### config.mk
export PLATFORM = sky130hd
export DESIGN_NAME = cmpb_ctrl
export DESIGN_NICKNAME = d
export VERILOG_FILES = /design/src/logic/cmpb_pkg.sv /design/src/logic/cmpb_edge_det.sv /design/src/logic/cmpb_ctrl.sv
export VERILOG_INCLUDE_DIRS = /design/src /design/src/logic
export SDC_FILE = /design/constraint.sdc
export NUM_CORES = 1
export LEC_CHECK = 0
export BUFFER_PORTS_ARGS = -buffer_cell sky130_fd_sc_hd__buf_2
export CAP_MARGIN = 10
export CORE_MARGIN = 1.5
export CORE_UTILIZATION = 43
export CTS_BUF_LIST = sky130_fd_sc_hd__clkbuf_4 sky130_fd_sc_hd__clkbuf_8 sky130_fd_sc_hd__clkbuf_16
export DETAILED_ROUTE_END_ITERATION = 8
export PLACE_DENSITY = 0.76
export SLEW_MARGIN = 20
export SYNTH_ARGS = -nofsm -noshare
export SYNTH_HDL_FRONTEND = slang
export SYNTH_SLANG_ARGS = --single-unit
export TNS_END_PERCENT = 100
### constraint.sdc
create_clock -name core_clk -period 1.8 [get_ports core_clk]
set_input_delay 0.09 -clock core_clk [delete_from_list [all_inputs] [get_ports core_clk]]
set_output_delay 0.09 -clock core_clk [all_outputs]
set_load 0.05 [all_outputs]
### src/logic/cmpb_params.svh
// register offsets, field positions and reset values for the comparator-b control block
// assumes a 32-bit avalon slave with word-aligned registers
`ifndef CMPB_PARAMS_SVH
`define CMPB_PARAMS_SVH
`define CMPB_ADDR_W          4
`define CMPB_OFF_CTRL        4'h0
`define CMPB_OFF_AUX         4'h4
`define CMPB_OFF_PORT        4'h8
`define CMPB_OFF_ANSEL       4'hC
`define CMPB_BIT_ON          7
`define CMPB_BIT_RESULT      6
`define CMPB_BIT_PIN_DRIVE   5
`define CMPB_BIT_INVERT      4
`define CMPB_BIT_REF_SEL     2
`define CMPB_BIT_NEG_HI      1
`define CMPB_BIT_NEG_LO      0
`define CMPB_BIT_MIRROR_A    7
`define CMPB_BIT_MIRROR_B    6
`define CMPB_BIT_GATE_SRC    1
`define CMPB_BIT_SYNC_SEL    0
`define CMPB_CTRL_RST        8'h00
`define CMPB_AUX_RST         8'h02
`define CMPB_CTRL_WMASK      8'hB7
`define CMPB_AUX_WMASK       8'h03
`define CMPB_PORT_W          8
`endif

### src/logic/cmpb_pkg.sv
// types for the comparator-b control block
// assumes cmpb_params.svh is included by the design files
package cmpb_pkg;
  typedef logic [7:0] cmpb_byte_t;
  typedef enum logic [0:0]
  {
    CMPB_IDLE = 1'b0,
    CMPB_ACK  = 1'b1
  } cmpb_bus_state_t;
endpackage

### src/logic/cmpb_edge_det.sv
// synchroniser with rising and falling edge detection for one external level
// assumes the input is asynchronous to core_clk
module cmpb_edge_det
(
  input  wire logic core_clk, // system clock
  input  wire logic rst,      // async reset, active high
  input  wire logic din,      // asynchronous level
  output logic      level,    // synchronised level
  output logic      rise,     // one-cycle pulse on rising edge
  output logic      fall      // one-cycle pulse on falling edge
);
  logic meta_reg;
  logic sync_reg;
  logic prev_reg;

  always_ff @(posedge core_clk or posedge rst)
  begin
    if (rst)
    begin
      meta_reg <= 1'b0;
      sync_reg <= 1'b0;
      prev_reg <= 1'b0;
    end
    else
    begin
      meta_reg <= din;
      sync_reg <= meta_reg;
      prev_reg <= sync_reg;
    end
  end

  assign level = sync_reg;
  assign rise  = sync_reg & ~prev_reg;
  assign fall  = ~sync_reg & prev_reg;
endmodule

### src/logic/cmpb_ctrl.sv
// control side of comparator b: control/aux registers, result polarity, pin gating,
// timer gate source with optional capture on the falling timer clock edge
// assumes analog comparison arrives as a raw level; timer clock and pins are asynchronous
//
// Design decisions made here: the address map and the Avalon-MM register port.
`include "cmpb_params.svh"
// Behaviour
// - result drives pin only with pin-drive 1, on 1, direction bit 0
// - gate source select cleared makes comparator b the timer gate
// - comparator gating acts only while timer is on and gating enabled
// - with sync on, capture comparator b output on falling timer clock edge
// - capture uses the prescaled timer clock when prescaler is in use
// - timer advances on rising edge, capture on falling edge, never together
// - port reads return 0 for every pin set as analog input
// - sync bit 1 selects registered output, 0 the asynchronous output
// - gate source bit 1 selects gate pin, 0 comparator; resets to 1
// - any reset returns both control registers to off defaults
module cmpb_ctrl #(
  parameter int PORT_W = `CMPB_PORT_W
)
(
  input  wire logic              core_clk,         // 20 MHz system clock
  input  wire logic              rst,              // async reset, active high
  input  wire logic [3:0]        avs_address,      // byte address
  input  wire logic              avs_read,         // read request
  input  wire logic              avs_write,        // write request
  input  wire logic [31:0]       avs_writedata,    // write data
  input  wire logic [3:0]        avs_byteenable,   // byte enables
  output logic      [31:0]       avs_readdata,     // read data
  output logic                   avs_waitrequest,  // stall
  input  wire logic              cmp_raw,          // analog comparison, plus above minus
  input  wire logic              cmp_a_result,     // comparator a result for mirror
  input  wire logic              port_direction_bit, // direction of comparator b pin
  input  wire logic              timer_clk,        // timer clock source, raw
  input  wire logic              timer_presc_clk,  // timer clock after prescaler
  input  wire logic              timer_presc_used, // prescaler in use
  input  wire logic              timer_on,         // timer switched on
  input  wire logic              timer_gate_en,    // timer gate function enabled
  input  wire logic              gate_pin,         // external gate pin
  input  wire logic [PORT_W-1:0] port_pins,        // digital port pin levels
  output logic                   cmp_b_on,         // comparator powered
  output logic                   cmp_b_ref_select, // plus input: 1 reference, 0 pin
  output logic      [1:0]        cmp_b_neg_input_sel, // shared minus pin select
  output logic                   cmp_b_pin_out,    // level on output pin
  output logic                   cmp_b_pin_oe_n,   // pin driver enable, low drives
  output logic                   timer_count_en,   // timer gate
  output logic                   timer_inc         // timer increment pulse
);
  cmpb_pkg::cmpb_byte_t    cmp_b_ctrl_reg;
  cmpb_pkg::cmpb_byte_t    cmp_b_aux_reg;
  logic [PORT_W-1:0]       ansel_reg;
  cmpb_pkg::cmpb_bus_state_t bus_state_reg;
  logic [31:0]             rdata_reg;
  logic                    cmp_b_registered_out;
  logic                    pin_out_reg;
  logic                    pin_oe_n_reg;
  logic                    count_en_reg;
  logic                    inc_reg;
  logic                    wait_reg;

  // external levels cross into core_clk before anything looks at them
  logic raw_lvl;
  logic tclk_lvl;
  logic tclk_rise;
  logic tclk_fall;
  logic pclk_rise;
  logic pclk_fall;
  logic gpin_lvl;
  logic dir_lvl;
  logic [PORT_W-1:0] port_m_reg;
  logic [PORT_W-1:0] port_s_reg;
  logic [3:0] misc_m_reg;
  logic [3:0] misc_s_reg;

  cmpb_edge_det u_raw (.core_clk(core_clk), .rst(rst), .din(cmp_raw),
                       .level(raw_lvl), .rise(), .fall());
  cmpb_edge_det u_tclk (.core_clk(core_clk), .rst(rst), .din(timer_clk),
                        .level(tclk_lvl), .rise(tclk_rise), .fall(tclk_fall));
  cmpb_edge_det u_pclk (.core_clk(core_clk), .rst(rst), .din(timer_presc_clk),
                        .level(), .rise(pclk_rise), .fall(pclk_fall));
  cmpb_edge_det u_gpin (.core_clk(core_clk), .rst(rst), .din(gate_pin),
                        .level(gpin_lvl), .rise(), .fall());
  cmpb_edge_det u_dir (.core_clk(core_clk), .rst(rst), .din(port_direction_bit),
                       .level(dir_lvl), .rise(), .fall());

  always_ff @(posedge core_clk or posedge rst)
  begin
    if (rst)
    begin
      port_m_reg <= '0;
      port_s_reg <= '0;
      misc_m_reg <= 4'h0;
      misc_s_reg <= 4'h0;
    end
    else
    begin
      port_m_reg <= port_pins;
      port_s_reg <= port_m_reg;
      misc_m_reg <= {cmp_a_result, timer_presc_used, timer_on, timer_gate_en};
      misc_s_reg <= misc_m_reg;
    end
  end

  wire cmp_a_lvl    = misc_s_reg[3];
  wire presc_used   = misc_s_reg[2];
  wire tmr_on_lvl   = misc_s_reg[1];
  wire gate_en_lvl  = misc_s_reg[0];

  // control fields
  wire on_bit      = cmp_b_ctrl_reg[`CMPB_BIT_ON];
  wire drive_bit   = cmp_b_ctrl_reg[`CMPB_BIT_PIN_DRIVE];
  wire invert_bit  = cmp_b_ctrl_reg[`CMPB_BIT_INVERT];
  wire gate_src    = cmp_b_aux_reg[`CMPB_BIT_GATE_SRC];
  wire sync_sel    = cmp_b_aux_reg[`CMPB_BIT_SYNC_SEL];

  // an unpowered comparator reads low before polarity is applied
  wire cmp_b_result = (on_bit & raw_lvl) ^ invert_bit;
  wire capture_edge = presc_used ? pclk_fall : tclk_fall;
  wire count_edge   = presc_used ? pclk_rise : tclk_rise;
  wire cmp_b_out    = sync_sel ? cmp_b_registered_out : cmp_b_result;
  wire gate_level   = gate_src ? gpin_lvl : cmp_b_out;
  wire gate_active  = tmr_on_lvl & gate_en_lvl;
  wire count_en_next = tmr_on_lvl & (~gate_en_lvl | gate_level);
  wire pin_en       = drive_bit & on_bit & ~dir_lvl;
  wire [PORT_W-1:0] port_read = port_s_reg & ~ansel_reg;

  always_ff @(posedge core_clk or posedge rst)
  begin
    if (rst)
      cmp_b_registered_out <= 1'b0;
    else if (capture_edge)
      cmp_b_registered_out <= cmp_b_result;
  end

  always_ff @(posedge core_clk or posedge rst)
  begin
    if (rst)
    begin
      pin_out_reg  <= 1'b0;
      pin_oe_n_reg <= 1'b1;
      count_en_reg <= 1'b0;
      inc_reg      <= 1'b0;
    end
    else
    begin
      pin_out_reg  <= pin_en & cmp_b_result;
      pin_oe_n_reg <= ~pin_en;
      count_en_reg <= count_en_next;
      inc_reg      <= count_edge & count_en_next;
    end
  end

  // bus slave: one wait cycle, answer on the second edge of the request
  // waitrequest comes from a flop and idles high; a master never sees a
  // combinational path from its own request back to the stall
  wire bus_req   = avs_read | avs_write;
  wire acc_done  = (bus_state_reg == cmpb_pkg::CMPB_ACK);
  wire wr_fire   = avs_write & acc_done & avs_byteenable[0];
  wire hit_ctrl  = (avs_address == `CMPB_OFF_CTRL);
  wire hit_aux   = (avs_address == `CMPB_OFF_AUX);
  wire hit_port  = (avs_address == `CMPB_OFF_PORT);
  wire hit_ansel = (avs_address == `CMPB_OFF_ANSEL);
  wire [7:0] wd  = avs_writedata[7:0];
  wire [7:0] ctrl_view = (cmp_b_ctrl_reg & `CMPB_CTRL_WMASK)
                         | ({7'h00, cmp_b_result} << `CMPB_BIT_RESULT);
  wire [7:0] aux_view  = (cmp_b_aux_reg & `CMPB_AUX_WMASK)
                         | ({7'h00, cmp_a_lvl} << `CMPB_BIT_MIRROR_A)
                         | ({7'h00, cmp_b_result} << `CMPB_BIT_MIRROR_B);
  // unmapped addresses read zero and ignore writes
  wire [31:0] rd_mux = hit_ctrl  ? {24'h000000, ctrl_view} :
                       hit_aux   ? {24'h000000, aux_view} :
                       hit_port  ? {{(32-PORT_W){1'b0}}, port_read} :
                       hit_ansel ? {{(32-PORT_W){1'b0}}, ansel_reg} : 32'h00000000;

  always_ff @(posedge core_clk or posedge rst)
  begin
    if (rst)
    begin
      bus_state_reg <= cmpb_pkg::CMPB_IDLE;
      wait_reg      <= 1'b1;
      rdata_reg     <= 32'h00000000;
    end
    else
    begin
      case (bus_state_reg)
        cmpb_pkg::CMPB_IDLE:
        begin
          if (bus_req)
          begin
            bus_state_reg <= cmpb_pkg::CMPB_ACK;
            wait_reg      <= 1'b0;
          end
          rdata_reg <= rd_mux;
        end
        cmpb_pkg::CMPB_ACK:
        begin
          bus_state_reg <= cmpb_pkg::CMPB_IDLE;
          wait_reg      <= 1'b1;
        end
        default:
        begin
          bus_state_reg <= cmpb_pkg::CMPB_IDLE;
          wait_reg      <= 1'b1;
        end
      endcase
    end
  end

  always_ff @(posedge core_clk or posedge rst)
  begin
    if (rst)
    begin
      cmp_b_ctrl_reg <= `CMPB_CTRL_RST;
      cmp_b_aux_reg  <= `CMPB_AUX_RST;
      ansel_reg      <= '1;
    end
    else if (wr_fire)
    begin
      if (hit_ctrl)
        cmp_b_ctrl_reg <= wd & `CMPB_CTRL_WMASK;
      if (hit_aux)
        cmp_b_aux_reg <= wd & `CMPB_AUX_WMASK;
      if (hit_ansel)
        ansel_reg <= avs_writedata[PORT_W-1:0];
    end
  end

  assign avs_waitrequest     = wait_reg;
  assign avs_readdata        = rdata_reg;
  assign cmp_b_on            = cmp_b_ctrl_reg[`CMPB_BIT_ON];
  assign cmp_b_ref_select    = cmp_b_ctrl_reg[`CMPB_BIT_REF_SEL];
  assign cmp_b_neg_input_sel = cmp_b_ctrl_reg[`CMPB_BIT_NEG_HI:`CMPB_BIT_NEG_LO];
  assign cmp_b_pin_out       = pin_out_reg;
  assign cmp_b_pin_oe_n      = pin_oe_n_reg;
  assign timer_count_en      = count_en_reg;
  assign timer_inc           = inc_reg;

  a_pin_gating: assert property (@(posedge core_clk) disable iff (rst)
    !pin_en |=> cmp_b_pin_oe_n && !cmp_b_pin_out)
    else $error("pin driven while gating is off");
  a_result_polar: assert property (@(posedge core_clk) disable iff (rst)
    cmp_b_result == ((on_bit & raw_lvl) != invert_bit))
    else $error("result polarity wrong");
  a_gate_source: assert property (@(posedge core_clk) disable iff (rst)
    (tmr_on_lvl && gate_en_lvl && !gate_src) |=> timer_count_en == $past(cmp_b_out))
    else $error("comparator does not gate timer");
  a_gate_inactive: assert property (@(posedge core_clk) disable iff (rst)
    !gate_active && tmr_on_lvl |=> timer_count_en)
    else $error("gating acted while disabled");
  a_capture_fall: assert property (@(posedge core_clk) disable iff (rst)
    !capture_edge |=> $stable(cmp_b_registered_out))
    else $error("capture outside falling edge");
  a_presc_edge: assert property (@(posedge core_clk) disable iff (rst)
    (presc_used && pclk_fall) |=> cmp_b_registered_out == $past(cmp_b_result))
    else $error("prescaled capture missed");
  a_no_same_edge: assert property (@(posedge core_clk) disable iff (rst)
    !(capture_edge && count_edge))
    else $error("capture and count on same edge");
  a_analog_read: assert property (@(posedge core_clk) disable iff (rst)
    (port_read & ansel_reg) == '0)
    else $error("analog pin reads nonzero");
  a_sync_select: assert property (@(posedge core_clk) disable iff (rst)
    sync_sel |-> cmp_b_out == cmp_b_registered_out)
    else $error("sync select wrong");
  a_bus_answer: assert property (@(posedge core_clk) disable iff (rst)
    $rose(bus_req) |-> avs_waitrequest ##1 !avs_waitrequest)
    else $error("bus answer not after one wait");
  a_pin_follow: assert property (@(posedge core_clk) disable iff (rst)
    pin_en |=> !cmp_b_pin_oe_n && cmp_b_pin_out == $past(cmp_b_result))
    else $error("pin does not follow result");
  a_off_result: assert property (@(posedge core_clk) disable iff (rst)
    !on_bit |-> cmp_b_result == invert_bit)
    else $error("unpowered result not at polarity level");
  a_gate_pin: assert property (@(posedge core_clk) disable iff (rst)
    (tmr_on_lvl && gate_en_lvl && gate_src) |=> timer_count_en == $past(gpin_lvl))
    else $error("gate pin does not gate timer");
  a_raw_capture: assert property (@(posedge core_clk) disable iff (rst)
    (!presc_used && tclk_fall) |=> cmp_b_registered_out == $past(cmp_b_result))
    else $error("raw clock capture missed");
  a_inc_pulse: assert property (@(posedge core_clk) disable iff (rst)
    (count_edge && count_en_next) |=> timer_inc)
    else $error("increment missing on rising edge");
  a_count_quiet: assert property (@(posedge core_clk) disable iff (rst)
    !count_edge |=> !timer_inc)
    else $error("increment without rising edge");
  a_ro_bits: assert property (@(posedge core_clk) disable iff (rst)
    (cmp_b_ctrl_reg & ~`CMPB_CTRL_WMASK) == 8'h00
    && (cmp_b_aux_reg & ~`CMPB_AUX_WMASK) == 8'h00)
    else $error("read-only bit stored");
  a_write_commit: assert property (@(posedge core_clk) disable iff (rst)
    (wr_fire && hit_ctrl) |=> cmp_b_ctrl_reg == ($past(wd) & `CMPB_CTRL_WMASK))
    else $error("control write did not land");
  a_unmapped_wr: assert property (@(posedge core_clk) disable iff (rst)
    (wr_fire && !hit_ctrl && !hit_aux) |=> $stable(cmp_b_ctrl_reg) && $stable(cmp_b_aux_reg))
    else $error("control changed by other write");
  a_aux_readback: assert property (@(posedge core_clk) disable iff (rst)
    (avs_read && acc_done && hit_aux) |-> avs_readdata[1:0] == cmp_b_aux_reg[1:0])
    else $error("aux read data wrong");
  c_sync_gate: cover property (@(posedge core_clk) disable iff (rst)
    sync_sel && !gate_src && gate_active && capture_edge);
  c_pin_drive: cover property (@(posedge core_clk) disable iff (rst) !cmp_b_pin_oe_n);
  c_aux_write: cover property (@(posedge core_clk) disable iff (rst) wr_fire && hit_aux);
  c_presc_capture: cover property (@(posedge core_clk) disable iff (rst) presc_used && pclk_fall);
  c_reg_read: cover property (@(posedge core_clk) disable iff (rst) avs_read && acc_done);
endmodule

After elaboration in Yosys (flattened, before gate mapping)
Index checks and enable logic that the tools add are counted.
{"block": "classes", "n_eq_ne": 4, "n_mux": 12, "bitwise": 28, "n_reduce_logical": 4}
{"cell": "8-bit two-way mux", "count": 4}
{"cell": "8-bit by 7-bit OR with 8-bit output", "count": 2}
{"cell": "1-bit AND", "count": 12}
{"cell": "8-bit AND", "count": 1}
{"cell": "4-bit equality test, second input constant", "count": 2}
{"cell": "1-bit inverter", "count": 8}
{"cell": "8-bit inverter", "count": 1}
{"cell": "2-bit by 8-bit OR with 8-bit output", "count": 1}
{"cell": "1-bit two-way mux", "count": 6}
{"cell": "2-bit AND reduction", "count": 3}
{"cell": "4-bit by 3-bit equality test with 1-bit output, second input constant", "count": 1}
{"cell": "4-bit logical NOT", "count": 1}
{"cell": "1-bit one-hot mux with 2 select lines", "count": 2}
{"cell": "2-bit inequality test, second input constant", "count": 1}
{"cell": "1-bit OR", "count": 2}
{"cell": "1-bit XOR", "count": 1}
{"block": "word_totals", "reg_bits": 91, "input_bits": 61, "out_inout_bits": 41, "word_cells": 75}

Longest topological paths before layout
{"block": "logic_depth", "ltp_word": 7, "ltp_mapped": 5, "depth_no_buf": 3}

Cells and area by module
From an unflattened synthesis, not the netlist that was laid out.
{"block": "hier_totals", "hier_cells": 209, "hier_area_um2": 2773.9}
{"module": "cmpb_ctrl", "n_inst": 1, "cells_each": 179, "area_each_um2": 2304.7}
{"module": "cmpb_edge_det", "n_inst": 5, "cells_each": 6, "area_each_um2": 93.8}

Worst setup path before layout
Ideal clock, no wire load.
{"block": "synth_timing", "path_kind": "reg-to-reg", "from": "reg bus_state_reg (netlist: acc_done)", "to": "reg cmp_b_aux_reg[0]", "setup_ns": 0.125, "arrival_ns": 1.299, "t_required_ns": 1.675, "path_slack_ns": 0.376, "stages_incl_launch_ff": 5, "n_path_buf": 1, "cell_sequence": "dfrtp_1 -> buf_2 -> nand4_1 -> nor4_1 -> mux2_2"}
{"block": "synth_between", "elab_chain_len": 3}
{"item": "start, declared", "line": "cmpb_ctrl.sv:52", "rtl": "cmpb_pkg::cmpb_bus_state_t bus_state_reg;"}
{"item": "start signal, assigned", "line": "cmpb_ctrl.sv:179", "rtl": "bus_state_reg <= cmpb_pkg::CMPB_IDLE;"}
{"item": "start signal, assigned", "line": "cmpb_ctrl.sv:190", "rtl": "bus_state_reg <= cmpb_pkg::CMPB_ACK;"}
{"item": "start signal, assigned", "line": "cmpb_ctrl.sv:197", "rtl": "bus_state_reg <= cmpb_pkg::CMPB_IDLE;"}
{"item": "1-bit AND (2 in series)", "line": "cmpb_ctrl.sv:158", "rtl": "wire wr_fire = avs_write & acc_done & avs_byteenable[0];"}
{"item": "2-bit AND reduction (no source line)"}
{"item": "end signal, assigned", "line": "cmpb_ctrl.sv:214", "rtl": "cmp_b_aux_reg <= `CMPB_AUX_RST;"}
{"item": "end signal, assigned", "line": "cmpb_ctrl.sv:222", "rtl": "cmp_b_aux_reg <= wd & `CMPB_AUX_WMASK;"}
{"item": "end, declared", "line": "cmpb_ctrl.sv:50", "rtl": "cmpb_pkg::cmpb_byte_t cmp_b_aux_reg;"}
No other way between the ends.
A chain may end at the register's enable or synchronous reset.

Worst setup path in the final report
{"block": "layout_timing", "from": "reg bus_state_reg (netlist: acc_done)", "to": "reg cmp_b_ctrl_reg[5]"}
{"block": "layout_between", "elab_chain_len": 3}
{"item": "1-bit AND (2 in series)", "line": "cmpb_ctrl.sv:158"}
{"item": "2-bit AND reduction (no source line)"}
{"item": "end signal, assigned", "line": "cmpb_ctrl.sv:213", "rtl": "cmp_b_ctrl_reg <= `CMPB_CTRL_RST;"}
{"item": "end signal, assigned", "line": "cmpb_ctrl.sv:220", "rtl": "cmp_b_ctrl_reg <= wd & `CMPB_CTRL_WMASK;"}
{"item": "end, declared", "line": "cmpb_ctrl.sv:49", "rtl": "cmpb_pkg::cmpb_byte_t cmp_b_ctrl_reg;"}
No other way between the ends.

==> flow_summary.toml <==
[global_route]
globalRoute.totalOverflow = 0
grt_first_pass_wirelength_mm = 7.60
grt_max_degree = 44
global_route.usage.total = 0.162
antenna_violations_before_repair = 0
grt_pass1_vias = 1575

[worst_setup_path]
startpoint_type = "register"
cp_cell_sequence = "buf_4 -> and4_1 -> buf_4 -> mux2_4"
crit_fanout = 19
cp.buffers_inverters = 2
worst_path_largest_cell_delay_ns = 0.36
critical-path-slowest-cell = "sky130_fd_sc_hd__dfrtp_1"
path_common_cell = "sky130_fd_sc_hd__buf_4"
worstRegToRegCells = 4
setup.worst_path.class = "reg -> reg"
cp_data_required_time_ns = 2.02
critical_path_cell_count = 4
cp_data_arrival_time_ns = 1.68
worst_path_dominant_cell_family = "buffers and inverters"
worst_setup_path_end_kind = "register"

[floorplanning]
count_of_pins_on_the_block_boundary = 102
initial_core_util = 0.447
die_width_um = 81.4
core_area_um2 = 5920
fp.dieArea_um2 = 6630
die_y_um = 81.4
rows = 28

[power]
sequentialPowerShare = 0.478
p_clk_frac = 0.344
power_frac_comb = 0.177
internal-power_mw = 2.53
sw_pwr_mw = 1.09
p_sw_frac = 0.302
total_power_divided_by_cell_area_nw_per_um2 = 1080
worst_ir_drop_vdd_uv = 748
power.static_leakage_nw = 1.58
finalPower_mw = 3.63

[cells_and_area]
area.growth.synth_to_final_pct = 27.5
drive_gt1_frac = 0.368
multiInputGateArea_um2 = 783
fillerInstances = 490
final_cell_area_um2 = 3370
antenna_cells_inserted = 0
final-seq-area_um2 = 1690
final_net_count = 341
utilization = 0.569

[placed_design]
dpl_worst_slack_ns = 0.269
place.gp.congestion = 0.749
number_of_input_and_output_port_buffers_inserted = 50
placement.cell_area_um2 = 2890
detailed_place_hpwl_mm = 3.29

[sta]
final_min_period_over_clock_period = 0.811
setup-tns-final_ns = 0
pins_over_their_slew_limit = 0
fmax_mhz = 685
clock_skew_ns = 0.00453
layout_min_cycle_time_ns = 1.46
timing.slew.headroom = 0.646
finalWorstSetupSlack_ns = 0.339
final_hold_viols = 0
timing.final.setup_violations = 0
grt_setup_unrepaired = "no"
worst_slew_pin_slew_ns = 0.530

[routing]
violation_count_after_the_first_detailed_routing_iteration = 101
routed_wl_per_cell_um = 13.1
drc_errors = 0
post_drt_via_cell_ratio = 4.55
total_via_count_after_detailed_routing = 1638
detail_route.first_pass.iterations = 4
drt_wl_total_mm = 4.72
residual_antenna_violating_net_count_after_detailed_routing = 0

[logic_synthesis]
synth_area_um2 = 2640
dominantRegCellSynth = "sky130_fd_sc_hd__dfrtp_1"
yosys.area.top_type_share = 0.530
synth.yosys.seq_area_share = 0.639
synth.most_common_cell = "sky130_fd_sc_hd__dfrtp_1"
synth_edf_count = 0
ys_async_sr_fraction = 1.00
yosysUniqueCellTypes = 35
largest_cells_by_area_after_synthesis = "sky130_fd_sc_hd__dfrtp_1, sky130_fd_sc_hd__dfstp_2, sky130_fd_sc_hd__buf_4"
ranking_of_synthesized_cells_by_instance_count = "sky130_fd_sc_hd__dfrtp_1, sky130_fd_sc_hd__buf_4, sky130_fd_sc_hd__mux2_2"
count_of_warnings_emitted_by_yosys = 0
syn-mean-instance-area_um2 = 13.6
synth_area_leader_cell = "sky130_fd_sc_hd__dfrtp_1"
netlist_instances = 195
number_of_flip_flops_and_latches_in_the_synthesized_netlist = 67

[clock_tree]
cts.clk_slew.worst_paths_ns = 0.07
cts_inserted_buffers = 9
postCtsHoldBufs = 27
cts_setup_buffers = 0
cts-htree-levels = 3
clock_path_buffers = 2
cts_num_sinks = 67
ctsResizeCount = 0
cell_chosen_for_the_clock_root = "sky130_fd_sc_hd__clkbuf_8"
worst_skew_pair_later_pin_latency_ns = 0.34
cts_tree = "done"

[run]
drv.max_cap_violation_count = 0

[worst_hold_path]
whs_path_depth = 3
worstHoldPathType = "in -> reg"

[outcome]
run_status = "finished clean"
[final cells by class]
cell class | count | area share
clock inverter | 7 | 0.0245
tap | 75 | 0.0278
sequential | 67 | 0.501
timing repair buffer | 82 | 0.169
inverter | 7 | 0.00780
clock buffer | 9 | 0.0367
multi-input combinational | 113 | 0.232
[through the flow]
step / instances / hold slack [ns]
CTS: 360 / 0.0430
finish: 360 / 0.0615
global placement: 317 / 0.161
global route: 360 / 0.0532
floorplan: 218 / 0.121
detailed placement: 317 / 0.165
[logic make-up (layout without fill, tap and decap cells)]
| group | count (synthesis) | in the layout | share of synthesized area |
|---|---|---|---|
| buffers and inverters | 38 | 105 | 0.0970 |
| multiplexers | 20 | 20 | 0.0932 |
| AND/OR/NAND/NOR | 42 | 42 | 0.105 |
| AO/OA/AOI/OAI | 27 | 27 | 0.0644 |
| flip-flops | 67 | 67 | 0.639 |
| other | 1 | 24 | 0.00142 |
[worst reg2reg max path: stages, from the launching register on]
cell and delay (ns):
sky130_fd_sc_hd__dfrtp_1 0.36, sky130_fd_sc_hd__buf_4 0.22, sky130_fd_sc_hd__and4_1 0.26, sky130_fd_sc_hd__buf_4 0.20, sky130_fd_sc_hd__mux2_4 0.31
[metal layers]
layer	wire length [um]	GRT usage	share of wire
met1	2070	0.208	0.44
met2	2310	0.246	0.49
met3	259	0.0533	0.055
met4	78	0.0810	0.017
met5	0	0	0
[cells in the final DEF (no fill, tap or decap), types with 5 or more instances in the layout]
master / instances
sky130_fd_sc_hd__dfrtp_1: 56
sky130_fd_sc_hd__buf_2: 50
sky130_fd_sc_hd__dlygate4sd3_1: 27
sky130_fd_sc_hd__conb_1: 24
sky130_fd_sc_hd__mux2_2: 13
sky130_fd_sc_hd__a21oi_1: 11
sky130_fd_sc_hd__dfstp_2: 11
sky130_fd_sc_hd__nor2_1: 9
sky130_fd_sc_hd__clkbuf_8: 9
sky130_fd_sc_hd__nor3b_1: 7
sky130_fd_sc_hd__inv_1: 6
sky130_fd_sc_hd__mux2_4: 6
sky130_fd_sc_hd__nand3b_1: 5
sky130_fd_sc_hd__o21ai_0: 5
[final timing paths]
path	from	endpoint	slack [ns]
min in group asynchronous	rst	misc_m_reg[3]	0.33
max reg2reg	acc_done	cmp_b_ctrl_reg[5]	0.34
min reg2reg	misc_m_reg[1]	misc_s_reg[1]	0.35
min	avs_write	acc_done	0.06
max in group asynchronous	rst	ansel_reg[0]	0.82
max	acc_done	cmp_b_ctrl_reg[5]	0.34
[power groups by stage]
stage | combinational [mW] | clock [mW] | sequential [mW]
floorplan | 0.379 | 0 | 1.88
global route | 0.690 | 1.38 | 1.75
global placement | 0.587 | 0 | 1.75
detailed placement | 0.600 | 0 | 1.77
finish | 0.642 | 1.25 | 1.73
CTS | 0.647 | 1.30 | 1.74
Power figures use the tool's default switching activity.
